`config.mk`:
```
export PLATFORM = sky130hd
export DESIGN_NAME = tbcp_dev_flat
export DESIGN_NICKNAME = d
export VERILOG_FILES = /design/src/rtl/tbcp_pkg.sv /design/src/rtl/tbcp_if.sv /design/src/rtl/tbcp_fifo.sv /design/src/rtl/tbcp_dev.sv /design/src/flat_wrapper.sv
export SDC_FILE = /design/constraint.sdc
export NUM_CORES = 1
export LEC_CHECK = 0
export ABC_AREA = 1
export BUFFER_PORTS_ARGS = -buffer_cell sky130_fd_sc_hd__buf_2
export CORE_MARGIN = 3
export CORE_UTILIZATION = 55
export CTS_CLUSTER_DIAMETER = 30
export CTS_CLUSTER_SIZE = 14
export DETAILED_ROUTE_END_ITERATION = 8
export GPL_ROUTABILITY_DRIVEN = 0
export PLACE_DENSITY = 0.8
export SLEW_MARGIN = 30
export SYNTH_ARGS = -nofsm -noshare
export SYNTH_HDL_FRONTEND = slang
export SYNTH_SLANG_ARGS = --single-unit
export TNS_END_PERCENT = 30
```
`constraint.sdc`:
```
create_clock -name mclk -period 5.7 [get_ports mclk]
set_input_delay 1.14 -clock mclk [delete_from_list [all_inputs] [get_ports mclk]]
set_output_delay 1.14 -clock mclk [all_outputs]
set_load 0.01 [all_outputs]
```
`src/rtl/tbcp_pkg.sv`:
```
// Constants, field layout and helpers shared by both ends of the transmit buffer link
package tbcp_pkg;
  localparam int DW_W = 32;
  localparam int FIFO_DEPTH = 16;
  localparam int POS_W = 12;
  localparam int CNT_W = 11;
  localparam int OFF_W = 5;
  localparam int TAG_W = 16;
  localparam int BYTE_W = 8;
  localparam int A_IOC_BIT = 31;
  localparam int A_ALIGN_LSB = 24;
  localparam int A_OFF_LSB = 16;
  localparam int A_FS_BIT = 13;
  localparam int A_LS_BIT = 12;
  localparam int SIZE_LSB = 0;
  localparam int B_TAG_LSB = 16;
  localparam int B_CRC_DIS_BIT = 13;
  localparam int B_PAD_DIS_BIT = 12;
  localparam logic [6:0] MAX_BUFS = 7'h56;
  localparam logic [POS_W-1:0] DW_BYTES = 12'h004;
  localparam logic [POS_W-1:0] POS_ONE = 12'h001;
  localparam logic [POS_W-1:0] MASK_4 = 12'h003;
  localparam logic [POS_W-1:0] MASK_16 = 12'h00f;
  localparam logic [POS_W-1:0] MASK_32 = 12'h01f;
  localparam logic [1:0] ALIGN_4 = 2'h0;
  localparam logic [1:0] ALIGN_16 = 2'h1;
  localparam logic [1:0] ALIGN_32 = 2'h2;
  localparam logic [1:0] LANE_LAST = 2'h3;

  // Reserved alignment code falls back to 4-byte
  function automatic logic [POS_W-1:0] tbcp_round_up(input logic [POS_W-1:0] end_b, input logic [1:0] algn);
    logic [POS_W-1:0] m;
    m = MASK_4;
    case (algn)
      ALIGN_16: m = MASK_16;
      ALIGN_32: m = MASK_32;
      default: m = MASK_4;
    endcase
    return (end_b + m) & ~m;
  endfunction : tbcp_round_up

  function automatic logic [POS_W-1:0] tbcp_start(input logic [OFF_W-1:0] off);
    return {{(POS_W-OFF_W){1'b0}}, off};
  endfunction : tbcp_start
endpackage : tbcp_pkg

```
`src/rtl/tbcp_if.sv`:
```
// DWORD write channel between the host processor end and the device end
`timescale 1ns/100ps
`default_nettype none
interface tbcp_if;
  logic dw_valid;
  logic [tbcp_pkg::DW_W-1:0] dw_data;
  logic dw_ready;
  modport host_mp (output dw_valid, output dw_data, input dw_ready);
  modport dev_mp (input dw_valid, input dw_data, output dw_ready);
endinterface : tbcp_if
`default_nettype wire

```
`src/rtl/tbcp_fifo.sv`:
```
// Parameterised synchronous FIFO with registered flags
`timescale 1ns/100ps
`default_nettype none
module tbcp_fifo #(
  parameter int WIDTH = 32,
  parameter int DEPTH = 16
) (
  input wire logic mclk, // Clock
  input wire logic rst_b, // Sync reset, active low
  input wire logic in_valid, // Write request
  input wire logic [WIDTH-1:0] in_data, // Write word
  output logic in_ready, // Room available
  output logic out_valid, // Word available
  output logic [WIDTH-1:0] out_data, // Head word
  input wire logic out_ready // Consumer takes head
);
  localparam int AW = $clog2(DEPTH);
  logic [WIDTH-1:0] mem_ff [DEPTH];
  logic [AW-1:0] wr_ff, nxt_wr, rd_ff, nxt_rd;
  logic [AW:0] cnt_ff, nxt_cnt;
  logic in_ready_ff, out_valid_ff;
  logic do_wr, do_rd;

  always_comb begin
    do_wr = in_valid && in_ready_ff;
    do_rd = out_ready && out_valid_ff;
    nxt_wr = do_wr ? wr_ff + 1'b1 : wr_ff;
    nxt_rd = do_rd ? rd_ff + 1'b1 : rd_ff;
    nxt_cnt = cnt_ff + (AW+1)'(do_wr) - (AW+1)'(do_rd);
  end

  always_ff @(posedge mclk) begin
    if (!rst_b) begin
      wr_ff <= '0;
      rd_ff <= '0;
      cnt_ff <= '0;
      in_ready_ff <= 1'b0;
      out_valid_ff <= 1'b0;
    end else begin
      wr_ff <= nxt_wr;
      rd_ff <= nxt_rd;
      cnt_ff <= nxt_cnt;
      in_ready_ff <= nxt_cnt != (AW+1)'(DEPTH);
      out_valid_ff <= nxt_cnt != '0;
    end
  end

  always_ff @(posedge mclk) begin
    if (do_wr) begin
      mem_ff[wr_ff] <= in_data;
    end
  end

  assign in_ready = in_ready_ff;
  assign out_valid = out_valid_ff;
  assign out_data = mem_ff[rd_ff];
endmodule : tbcp_fifo
`default_nettype wire

```
`src/rtl/tbcp_dev.sv`:
```
// Device end: parses buffer commands and forwards payload bytes to the MAC transmit FIFO
`timescale 1ns/100ps
`default_nettype none
module tbcp_dev (
  input wire logic mclk, // Clock, 200 MHz
  input wire logic rst_b, // Sync reset, active low
  tbcp_if.dev_mp link, // DWORD stream from host
  output logic [tbcp_pkg::BYTE_W-1:0] mac_byte, // Payload byte to mac_transmit_fifo
  output logic mac_valid, // Payload byte valid
  output logic mac_last, // Final byte of packet
  input wire logic mac_ready, // mac_transmit_fifo accepts byte
  output logic pkt_start, // Pulse: new packet controls valid
  output logic [tbcp_pkg::TAG_W-1:0] pkt_tag, // Tag for the status word
  output logic pkt_add_crc, // Append CRC to this packet
  output logic pkt_add_pad, // Pad short frames of this packet
  output logic transmit_error_flag, // Pulse: length mismatch at packet end
  output logic buffer_done_flag // Pulse: buffer fully loaded
);
  typedef enum logic [1:0] {S_CMDA, S_CMDB, S_LOAD, S_BYTE} tbcp_dst_e;

  logic fq_valid, fq_take;
  logic [tbcp_pkg::DW_W-1:0] fq_data;

  // Input queue decouples host writes from byte-wide draining
  tbcp_fifo #(.WIDTH(tbcp_pkg::DW_W), .DEPTH(tbcp_pkg::FIFO_DEPTH)) u_fifo (
    .mclk(mclk),
    .rst_b(rst_b),
    .in_valid(link.dw_valid),
    .in_data(link.dw_data),
    .in_ready(link.dw_ready),
    .out_valid(fq_valid),
    .out_data(fq_data),
    .out_ready(fq_take)
  );

  tbcp_dst_e st_ff, nxt_st;
  logic [tbcp_pkg::POS_W-1:0] pos_ff, nxt_pos, start_ff, nxt_start, end_ff, nxt_end, rnd_ff, nxt_rnd;
  logic [tbcp_pkg::POS_W-1:0] sum_ff, nxt_sum, len_ff, nxt_len;
  logic [tbcp_pkg::DW_W-1:0] word_ff, nxt_word;
  logic ioc_ff, nxt_ioc, ls_ff, nxt_ls;
  // First segment is remembered so command B of later buffers leaves packet controls alone
  logic fs_ff, nxt_fs;
  logic [tbcp_pkg::BYTE_W-1:0] byte_ff, nxt_byte;
  logic mval_ff, nxt_mval, mlast_ff, nxt_mlast, pstart_ff, nxt_pstart;
  logic [tbcp_pkg::TAG_W-1:0] tag_ff, nxt_tag;
  logic crc_ff, nxt_crc, pad_ff, nxt_pad, err_ff, nxt_err, done_ff, nxt_done;
  logic [tbcp_pkg::CNT_W-1:0] a_size;
  logic [tbcp_pkg::OFF_W-1:0] a_off;
  logic [1:0] a_algn;
  logic [tbcp_pkg::POS_W-1:0] a_end, pos_adv;
  logic in_rng, slot_free;

  always_comb begin
    a_size = fq_data[tbcp_pkg::SIZE_LSB +: tbcp_pkg::CNT_W];
    a_off = fq_data[tbcp_pkg::A_OFF_LSB +: tbcp_pkg::OFF_W];
    a_algn = fq_data[tbcp_pkg::A_ALIGN_LSB +: 2];
    // Buffer end in byte positions counted from the first data DWORD
    a_end = tbcp_pkg::tbcp_start(a_off) + {1'b0, a_size};
    in_rng = (pos_ff >= start_ff) && (pos_ff < end_ff);
    slot_free = !mval_ff || mac_ready;
    pos_adv = pos_ff + tbcp_pkg::POS_ONE;
    nxt_st = st_ff;
    nxt_pos = pos_ff;
    nxt_start = start_ff;
    nxt_end = end_ff;
    nxt_rnd = rnd_ff;
    nxt_sum = sum_ff;
    nxt_len = len_ff;
    nxt_word = word_ff;
    nxt_ioc = ioc_ff;
    nxt_ls = ls_ff;
    nxt_fs = fs_ff;
    nxt_byte = byte_ff;
    nxt_mval = mval_ff && !mac_ready;
    nxt_mlast = mlast_ff;
    nxt_pstart = 1'b0;
    nxt_tag = tag_ff;
    nxt_crc = crc_ff;
    nxt_pad = pad_ff;
    nxt_err = 1'b0;
    nxt_done = 1'b0;
    fq_take = 1'b0;
    case (st_ff)
      S_CMDA: begin
        if (fq_valid) begin
          fq_take = 1'b1;
          nxt_start = tbcp_pkg::tbcp_start(a_off);
          nxt_end = a_end;
          nxt_rnd = tbcp_pkg::tbcp_round_up(a_end, a_algn);
          nxt_ioc = fq_data[tbcp_pkg::A_IOC_BIT];
          nxt_ls = fq_data[tbcp_pkg::A_LS_BIT];
          nxt_fs = fq_data[tbcp_pkg::A_FS_BIT];
          if (fq_data[tbcp_pkg::A_FS_BIT]) begin
            nxt_sum = {1'b0, a_size};
          end else begin
            // A middle or last buffer adds to the running count of the open packet
            nxt_sum = sum_ff + {1'b0, a_size};
          end
          nxt_st = S_CMDB;
        end
      end
      S_CMDB: begin
        if (fq_valid) begin
          fq_take = 1'b1;
          nxt_pos = '0;
          nxt_st = S_LOAD;
          // Command B is parsed on every buffer; packet controls latch on the first one
          if (fs_ff) begin
            nxt_len = {1'b0, fq_data[tbcp_pkg::SIZE_LSB +: tbcp_pkg::CNT_W]};
            nxt_pstart = 1'b1;
            nxt_tag = fq_data[tbcp_pkg::B_TAG_LSB +: tbcp_pkg::TAG_W];
            nxt_pad = !fq_data[tbcp_pkg::B_PAD_DIS_BIT];
            nxt_crc = !fq_data[tbcp_pkg::B_CRC_DIS_BIT] || fq_data[tbcp_pkg::B_PAD_DIS_BIT];
          end
        end
      end
      S_LOAD: begin
        if (pos_ff == rnd_ff) begin
          nxt_done = ioc_ff;
          nxt_err = ls_ff && (sum_ff != len_ff);
          nxt_st = S_CMDA;
        end else if (fq_valid) begin
          fq_take = 1'b1;
          // Whole DWORDs of offset or end padding are dropped unopened
          if ((pos_ff + tbcp_pkg::DW_BYTES <= start_ff) || (pos_ff >= end_ff)) begin
            nxt_pos = pos_ff + tbcp_pkg::DW_BYTES;
          end else begin
            nxt_word = fq_data;
            nxt_st = S_BYTE;
          end
        end
      end
      S_BYTE: begin
        // Lanes outside the payload cost one cycle each but never reach the MAC side
        if (!in_rng || slot_free) begin
          nxt_pos = pos_adv;
          if (pos_ff[1:0] == tbcp_pkg::LANE_LAST) begin
            nxt_st = S_LOAD;
          end
        end
        if (in_rng && slot_free) begin
          nxt_byte = word_ff[pos_ff[1:0]*tbcp_pkg::BYTE_W +: tbcp_pkg::BYTE_W];
          nxt_mval = 1'b1;
          nxt_mlast = ls_ff && (pos_adv == end_ff);
        end
      end
      default: nxt_st = S_CMDA;
    endcase
  end

  // Packet controls reset to the safe default of CRC and padding on
  always_ff @(posedge mclk) begin
    if (!rst_b) begin
      st_ff <= S_CMDA;
      pos_ff <= '0;
      start_ff <= '0;
      end_ff <= '0;
      rnd_ff <= '0;
      sum_ff <= '0;
      len_ff <= '0;
      word_ff <= '0;
      ioc_ff <= 1'b0;
      ls_ff <= 1'b0;
      fs_ff <= 1'b0;
      byte_ff <= '0;
      mval_ff <= 1'b0;
      mlast_ff <= 1'b0;
      pstart_ff <= 1'b0;
      tag_ff <= '0;
      crc_ff <= 1'b1;
      pad_ff <= 1'b1;
      err_ff <= 1'b0;
      done_ff <= 1'b0;
    end else begin
      st_ff <= nxt_st;
      pos_ff <= nxt_pos;
      start_ff <= nxt_start;
      end_ff <= nxt_end;
      rnd_ff <= nxt_rnd;
      sum_ff <= nxt_sum;
      len_ff <= nxt_len;
      word_ff <= nxt_word;
      ioc_ff <= nxt_ioc;
      ls_ff <= nxt_ls;
      fs_ff <= nxt_fs;
      byte_ff <= nxt_byte;
      mval_ff <= nxt_mval;
      mlast_ff <= nxt_mlast;
      pstart_ff <= nxt_pstart;
      tag_ff <= nxt_tag;
      crc_ff <= nxt_crc;
      pad_ff <= nxt_pad;
      err_ff <= nxt_err;
      done_ff <= nxt_done;
    end
  end

  assign mac_byte = byte_ff;
  assign mac_valid = mval_ff;
  assign mac_last = mlast_ff;
  assign pkt_start = pstart_ff;
  assign pkt_tag = tag_ff;
  assign pkt_add_crc = crc_ff;
  assign pkt_add_pad = pad_ff;
  assign transmit_error_flag = err_ff;
  assign buffer_done_flag = done_ff;
endmodule : tbcp_dev
`default_nettype wire

```
`src/flat_wrapper.sv`:
```
// flat-port wrapper written by rule: the top's interface ports become plain ports
module tbcp_dev_flat 
  (mclk, rst_b, mac_byte, mac_valid, mac_last, mac_ready, pkt_start, pkt_tag, pkt_add_crc, pkt_add_pad, transmit_error_flag, buffer_done_flag, link_dw_valid, link_dw_data, link_dw_ready);
  tbcp_if link_i ();
  input wire logic mclk;
  input wire logic rst_b;
  output logic [tbcp_pkg::BYTE_W-1:0] mac_byte;
  output logic mac_valid;
  output logic mac_last;
  input wire logic mac_ready;
  output logic pkt_start;
  output logic [tbcp_pkg::TAG_W-1:0] pkt_tag;
  output logic pkt_add_crc;
  output logic pkt_add_pad;
  output logic transmit_error_flag;
  output logic buffer_done_flag;
  input wire logic [$bits(link_i.dw_valid)-1:0] link_dw_valid;
  input wire logic [$bits(link_i.dw_data)-1:0] link_dw_data;
  output wire logic [$bits(link_i.dw_ready)-1:0] link_dw_ready;
  assign link_i.dw_valid = link_dw_valid;
  assign link_i.dw_data = link_dw_data;
  assign link_dw_ready = link_i.dw_ready;
  tbcp_dev u_core (.mclk(mclk), .rst_b(rst_b), .link(link_i), .mac_byte(mac_byte), .mac_valid(mac_valid), .mac_last(mac_last), .mac_ready(mac_ready), .pkt_start(pkt_start), .pkt_tag(pkt_tag), .pkt_add_crc(pkt_add_crc), .pkt_add_pad(pkt_add_pad), .transmit_error_flag(transmit_error_flag), .buffer_done_flag(buffer_done_flag));
endmodule
```
Yosys cells after proc, flatten, opt, wreduce, memory -nomap -nowiden

Memory sizes are Yosys's and may differ from the RTL's. A register that Yosys moved wholly into a read port is not among the register bits.
Index checks and enable logic that the tools add are counted.

Flip-flop bits (word level): 147
RAM bits: 512
Memories: 1

Memory list:

| name                 | words | bits a word | read ports | clocked after Yosys merged registers in | wr ports | RTL line        | RTL |
|---|---|---|---|---|---|---|---|
| u_core.u_fifo.mem_ff | 16    | 32          | 1          | 1                                       | 1        | tbcp_fifo.sv:18 | `logic [WIDTH-1:0] mem_ff [DEPTH];` |

$add $sub $neg: 9
Magnitude comparators: 4
Equal/unequal tests: 19
Shifts and indexed selects: 1
Mux-type cells: 28
Bitwise gates (word level): 4
Reduce and logical (&&, ||, !) cells: 28

Operators by type and width:

| cell                    | number |
|---|---|
| $mux W12                | 8 |
| $pmux W12 S3            | 1 |
| $shiftx A32 B6 Y8       | 1 |
| $eq A12 B12 Y1          | 2 |
| $mux W2                 | 7 |
| $add A12 B1 Y12 const B | 1 |
| $add A12 B11 Y12        | 1 |
| $add A12 B12 Y12        | 1 |
| $add A12 B3 Y12 const B | 1 |
| $add A5 B11 Y12         | 1 |
| $and A12 B12 Y12        | 1 |
| $ge A12 B12 Y1          | 1 |
| $ge A12 B5 Y1           | 1 |
| $le A12 B5 Y1           | 1 |
| $lt A12 B12 Y1          | 1 |
| $ne A12 B11 Y1          | 1 |
| $not A12 Y12            | 1 |
| $reduce_and A6 Y1       | 2 |
| $pmux W5 S2             | 1 |
| $reduce_and A3 Y1       | 3 |
| $add A4 B1 Y4 const B   | 2 |
| $eq A2 B2 Y1 const B    | 4 |
| $mux W4                 | 2 |
| $ne A2 B2 Y1 const B    | 4 |
| 19 further kinds        | 44 |

Depth between registers and ports, before layout

Depth after elaboration: 7
Gate-level depth with buffers: 31
Gate-level depth less buffers: 25

Modules after synthesis

Synthesis repeated with hierarchy kept, for this count alone.

Cell total of the unflattened synthesis: 3392
Area total of the unflattened synthesis: 30996.0 µm²

Modules (own cells, without submodules):

| module    | instances | cells an instance | area an instance (µm²) | seq. area each (µm²) |
|---|---|---|---|---|
| tbcp_fifo | 1         | 2202              | 22969.5                | 15755.1 |
| tbcp_dev  | 1         | 1190              | 8026.4                 | 2602.5 |

Worst setup path before layout

Ideal clock, no wire load.

Path kind: register to register
From: register (tool-made name)
To: register u_core.rnd_ff[10] in the netlist's numbering
Library setup time: 0.109 ns
Arrival: 3.759 ns
Data required time: 5.591 ns
Slack: 1.832 ns
Stages on the path, launching flop included: 32
Buffers on the path: 6
Period minus slack after synthesis: 3.868 ns
Cells stage by stage: dfxtp_1 -> buf_6 -> inv_8 -> buf_8 -> buf_8 -> buf_6 -> buf_6 -> buf_4 -> nor2_1 -> o221ai_1 -> nand3_1 -> nand2_1 -> ha_1 -> inv_1 -> fa_1 -> xnor2_1 -> ha_1 -> inv_1 -> nor2_1 -> o21ai_0 -> nand2_1 -> nand2_1 -> nand2_1 -> nand3_4 -> nor2_8 -> nand2_4 -> nor2_4 -> nand2_1 -> nand2_1 -> nand3_1 -> nand2_1 -> inv_1

RTL lines:

| what                 | RTL line        | RTL |
|---|---|---|
| end signal, assigned | tbcp_dev.sv:179 | `rnd_ff <= nxt_rnd;` |
| end, declared        | tbcp_dev.sv:37  | `logic [tbcp_pkg::POS_W-1:0] pos_ff, nxt_pos, start_ff, nxt_start, end_ff, nxt_end, rnd_ff, nxt_rnd;` |

==> reports/qor.txt <==
worst setup path end - u_core.rnd_ff[10]
Leakage - 0.0126 uW
routing usage on met2 - 0.454
status - finished clean
Initial DRC Count - 3051
count of cell types in the netlist - 56
average wire per standard cell - 22.1 um
Slowest cell on crit path - inv_8
Critical Path RT - 6.23 ns
Peak VDD IR - 0.325 mV
CTS-repair resized insts - 0
PwrDens - 512 nW/um2
I/O Pins - 68
GR Util met1 - 0.366
R2R Setup Slk - 0.83 ns
predominant post-synthesis flop cell - edfxtp_1
Most common cell on crit path - nand2_1
maxcap violations - 0
synth warn - 0
final hold slack - 0.434 ns
die width - 234 um
Tightest Pin Transition - 1.02 ns
Hold Vio Cnt, Final - 0
DIE HEIGHT - 234 um
top cells by area, synth - edfxtp_1, dfxtp_1, o21ai_0
Avg Cell Area, Syn - 10.7 um2
Clock Tree Root - clkbuf_16
Final ANT Viol Nets - 0
Pint - 11400 uW
Starting Density - 0.563
number of synthesized flops with an enable pin - 512
CTS tree - yes
Placed Area - 29500 um2
Vias/cell - 6.14
first-pass GRT wire length - 119 mm
clock group share of total power - 0.405
Final period util - 0.855
crit path DAT - 5.40 ns
CTS hold repair buffers - 0
#FFs+latches synth - 661
Hold Crit Class - reg2reg
PnR worst setup slack - 0.828 ns
final number of setup-violating endpoints - 0
crit start category - flip-flop
Core Rows - 82
met3 usage - 0.0633
Post-Route Setup TNS - 0 ns
CP max FO - 165
most common cell in the netlist - edfxtp_1
cell family with most CP delay - simple AND/OR/NAND/NOR gates
R2R cell count - 25
largest net degree at the start of global routing - 166
post-CTS setup buffers - 0
clk slew on worst S/H paths - 0.05 ns
H-tree depth - 3
RSZ-0062 raised after global routing - false
vias - 21700
critical path's largest stage delay - 0.71 ns
clock skew - 0.0435 ns
initial antenna violation count - 4
I/O Buffers - 67
Finished Cell Area - 33500 um2
GR peak layer - met2
Achievable Freq - 0.205 GHz
register share of total power - 0.335
cts bufs inserted - 115
worst path buffer plus inverter count - 4
area of the die - 54800 um2
Stages on worst setup path - 25
share of cells above drive strength 1 - 0.132
Post-Synthesis Cells - 2681
Async SR Flop Fraction - 0
worst flop-to-flop path endpoint - u_core.rnd_ff[10]
Comb power frac - 0.260
sequential-to-total area share from yosys stat - 0.642
total gr overflow - 0
Slew Viols, Final - 0
Net Sw Frac - 0.337
HPWL Detailed - 43.8 mm
Synth Net Count - 2773
Total GRT Usage - 0.284
DR pass1 iterations - 7
clk sinks - 661
# DRC - 0
Place WS - 0.978 ns
Yosys top cell by area - edfxtp_1
Max-slew headroom - 0.320
Nets - 2850
Synth top cells by count - edfxtp_1, nor2_1, nand2_1, o21ai_0, inv_1
core area - 50800 um2
crit end category - flip-flop
crit path time final - 4.87 ns
Skew-Pair Late Insertion Delay - 0.67 ns
number of global-route vias before repair - 21400
Worst Path Class, Setup - reg2reg
filler cell count in the final layout - 3515
reported net switching power - 5780 uW
Bufs on Longest Clock Path - 3
P&R area growth vs syn - 17.3%
Routed WL - 78.0 mm
Post-Syn Area - 28600 um2
post-synth top area share - 0.538
[power groups by stage]
stage	clock (uW)	sequential (uW)	combinational, uW
floorplan	0	5710	3280
CTS	6990	5740	4370
finish	6950	5740	4460
detailed placement	0	5820	4300
global placement	0	5810	4110
global route	7220	5770	4950
[flip-flops by register name, indices dropped and copies added, names as in the netlist, 2 cells and up, named ones only]
register              flops
u_core.u_fifo.mem_ff    512
u_core.word_ff           32
u_core.pkt_tag           16
u_core.end_ff            12
u_core.pos_ff            12
u_core.sum_ff            12
u_core.len_ff            11
u_core.rnd_ff            10
u_core.mac_byte           8
u_core.start_ff           5
u_core.u_fifo.cnt_ff      5
u_core.u_fifo.rd_ff       4
u_core.u_fifo.wr_ff       4
u_core.st_ff              2
[metrics by stage]
stage / cells / total power, uW / utilization
floorplan: 2681 / 8990 / -
global placement: 3311 / 9920 / 0.580
detailed placement: 3312 / 10100 / 0.581
CTS: 3528 / 17100 / 0.660
global route: 3532 / 17900 / 0.661
finish: 3532 / 17200 / 0.661
[layout by cell type, fill, tap and decap left out, drive strengths merged, types with 2 or more instances in the layout]
cell type  count
ha            53
o22ai         32
o221ai        79
o211ai        42
nand2        346
xnor2          9
o21bai         2
bufinv        14
a21oi        129
nand3        117
nor2         362
nand4         12
clkinv        50
nor3          18
clkinvlp       6
inv          266
buf          109
a211oi         3
nor4           5
or2            4
edfxtp       512
xor2          33
o21ai        346
o21a           3
clkbuf       131
dfxtp        149
fa             3
a31oi         10
diode          3
[cell families (layout without fill, tap and decap cells)]
kind of cell             Yosys count  in the layout  synth area share
AND/OR/NAND/NOR                  869            869             0.127
other                              0              3                 0
flip-flops                       661            661             0.642
adder cells (fa/ha/maj)           56             56            0.0253
buffers and inverters            400            576            0.0607
AO/OA/AOI/OAI                    653            653             0.132
XOR/XNOR                          42             42            0.0129
[metal layers]
layer  up-vias  routed length [um]  share of wire
met4         2                3380          0.043
met3       268                8860           0.11
li1       9633                   -              -
met5         -                  14        0.00018
met1     10300               28900           0.37
met2      1457               36900           0.47
[worst reg2reg max path, cell delays in order, from the launching register on]
cell,delay (ns)
dfxtp_4,0.51
inv_8,0.74
o21ai_0,0.24
o221ai_1,0.23
o211ai_1,0.15
nand2_1,0.24
ha_1,0.21
inv_1,0.06
fa_1,0.41
xnor2_1,0.17
ha_1,0.31
inv_1,0.05
nor2_1,0.18
o21ai_0,0.13
nand2_1,0.11
nand2_1,0.06
nand2_1,0.13
nand3_4,0.13
nor2_8,0.16
nand2_4,0.06
nor2_4,0.12
nand2_1,0.07
nand2_1,0.06
nand3_1,0.07
nand2_1,0.07
inv_1,0.05
[cell type report]
| class | count | area [um2] | share of cell area |
|---|---|---|---|
| multi-input cells | 1620 | 8630 | 0.257 |
| well taps | 672 | 841 | 0.0251 |
| repair buffers | 109 | 741 | 0.0221 |
| clock inverters | 85 | 978 | 0.0292 |
| diodes | 3 | 7.51 | 0.000224 |
| flip-flops and latches | 661 | 18400 | 0.548 |
| clock buffers | 131 | 3030 | 0.0903 |
| inverters | 251 | 951 | 0.0283 |
[how the worst min path moves through the flow]
stage,start,to,slack (ns),cells after the start
finish,u_core.ioc_ff,u_core.buffer_done_flag,0.43,2
CTS,u_core.ioc_ff,u_core.buffer_done_flag,0.44,2
detailed placement,u_core.ioc_ff,u_core.buffer_done_flag,0.43,2
floorplan,u_core.ioc_ff,u_core.buffer_done_flag,0.42,2
global route,u_core.ioc_ff,u_core.buffer_done_flag,0.45,2
global placement,u_core.ioc_ff,u_core.buffer_done_flag,0.43,2
(Power assumes the default switching activity.)
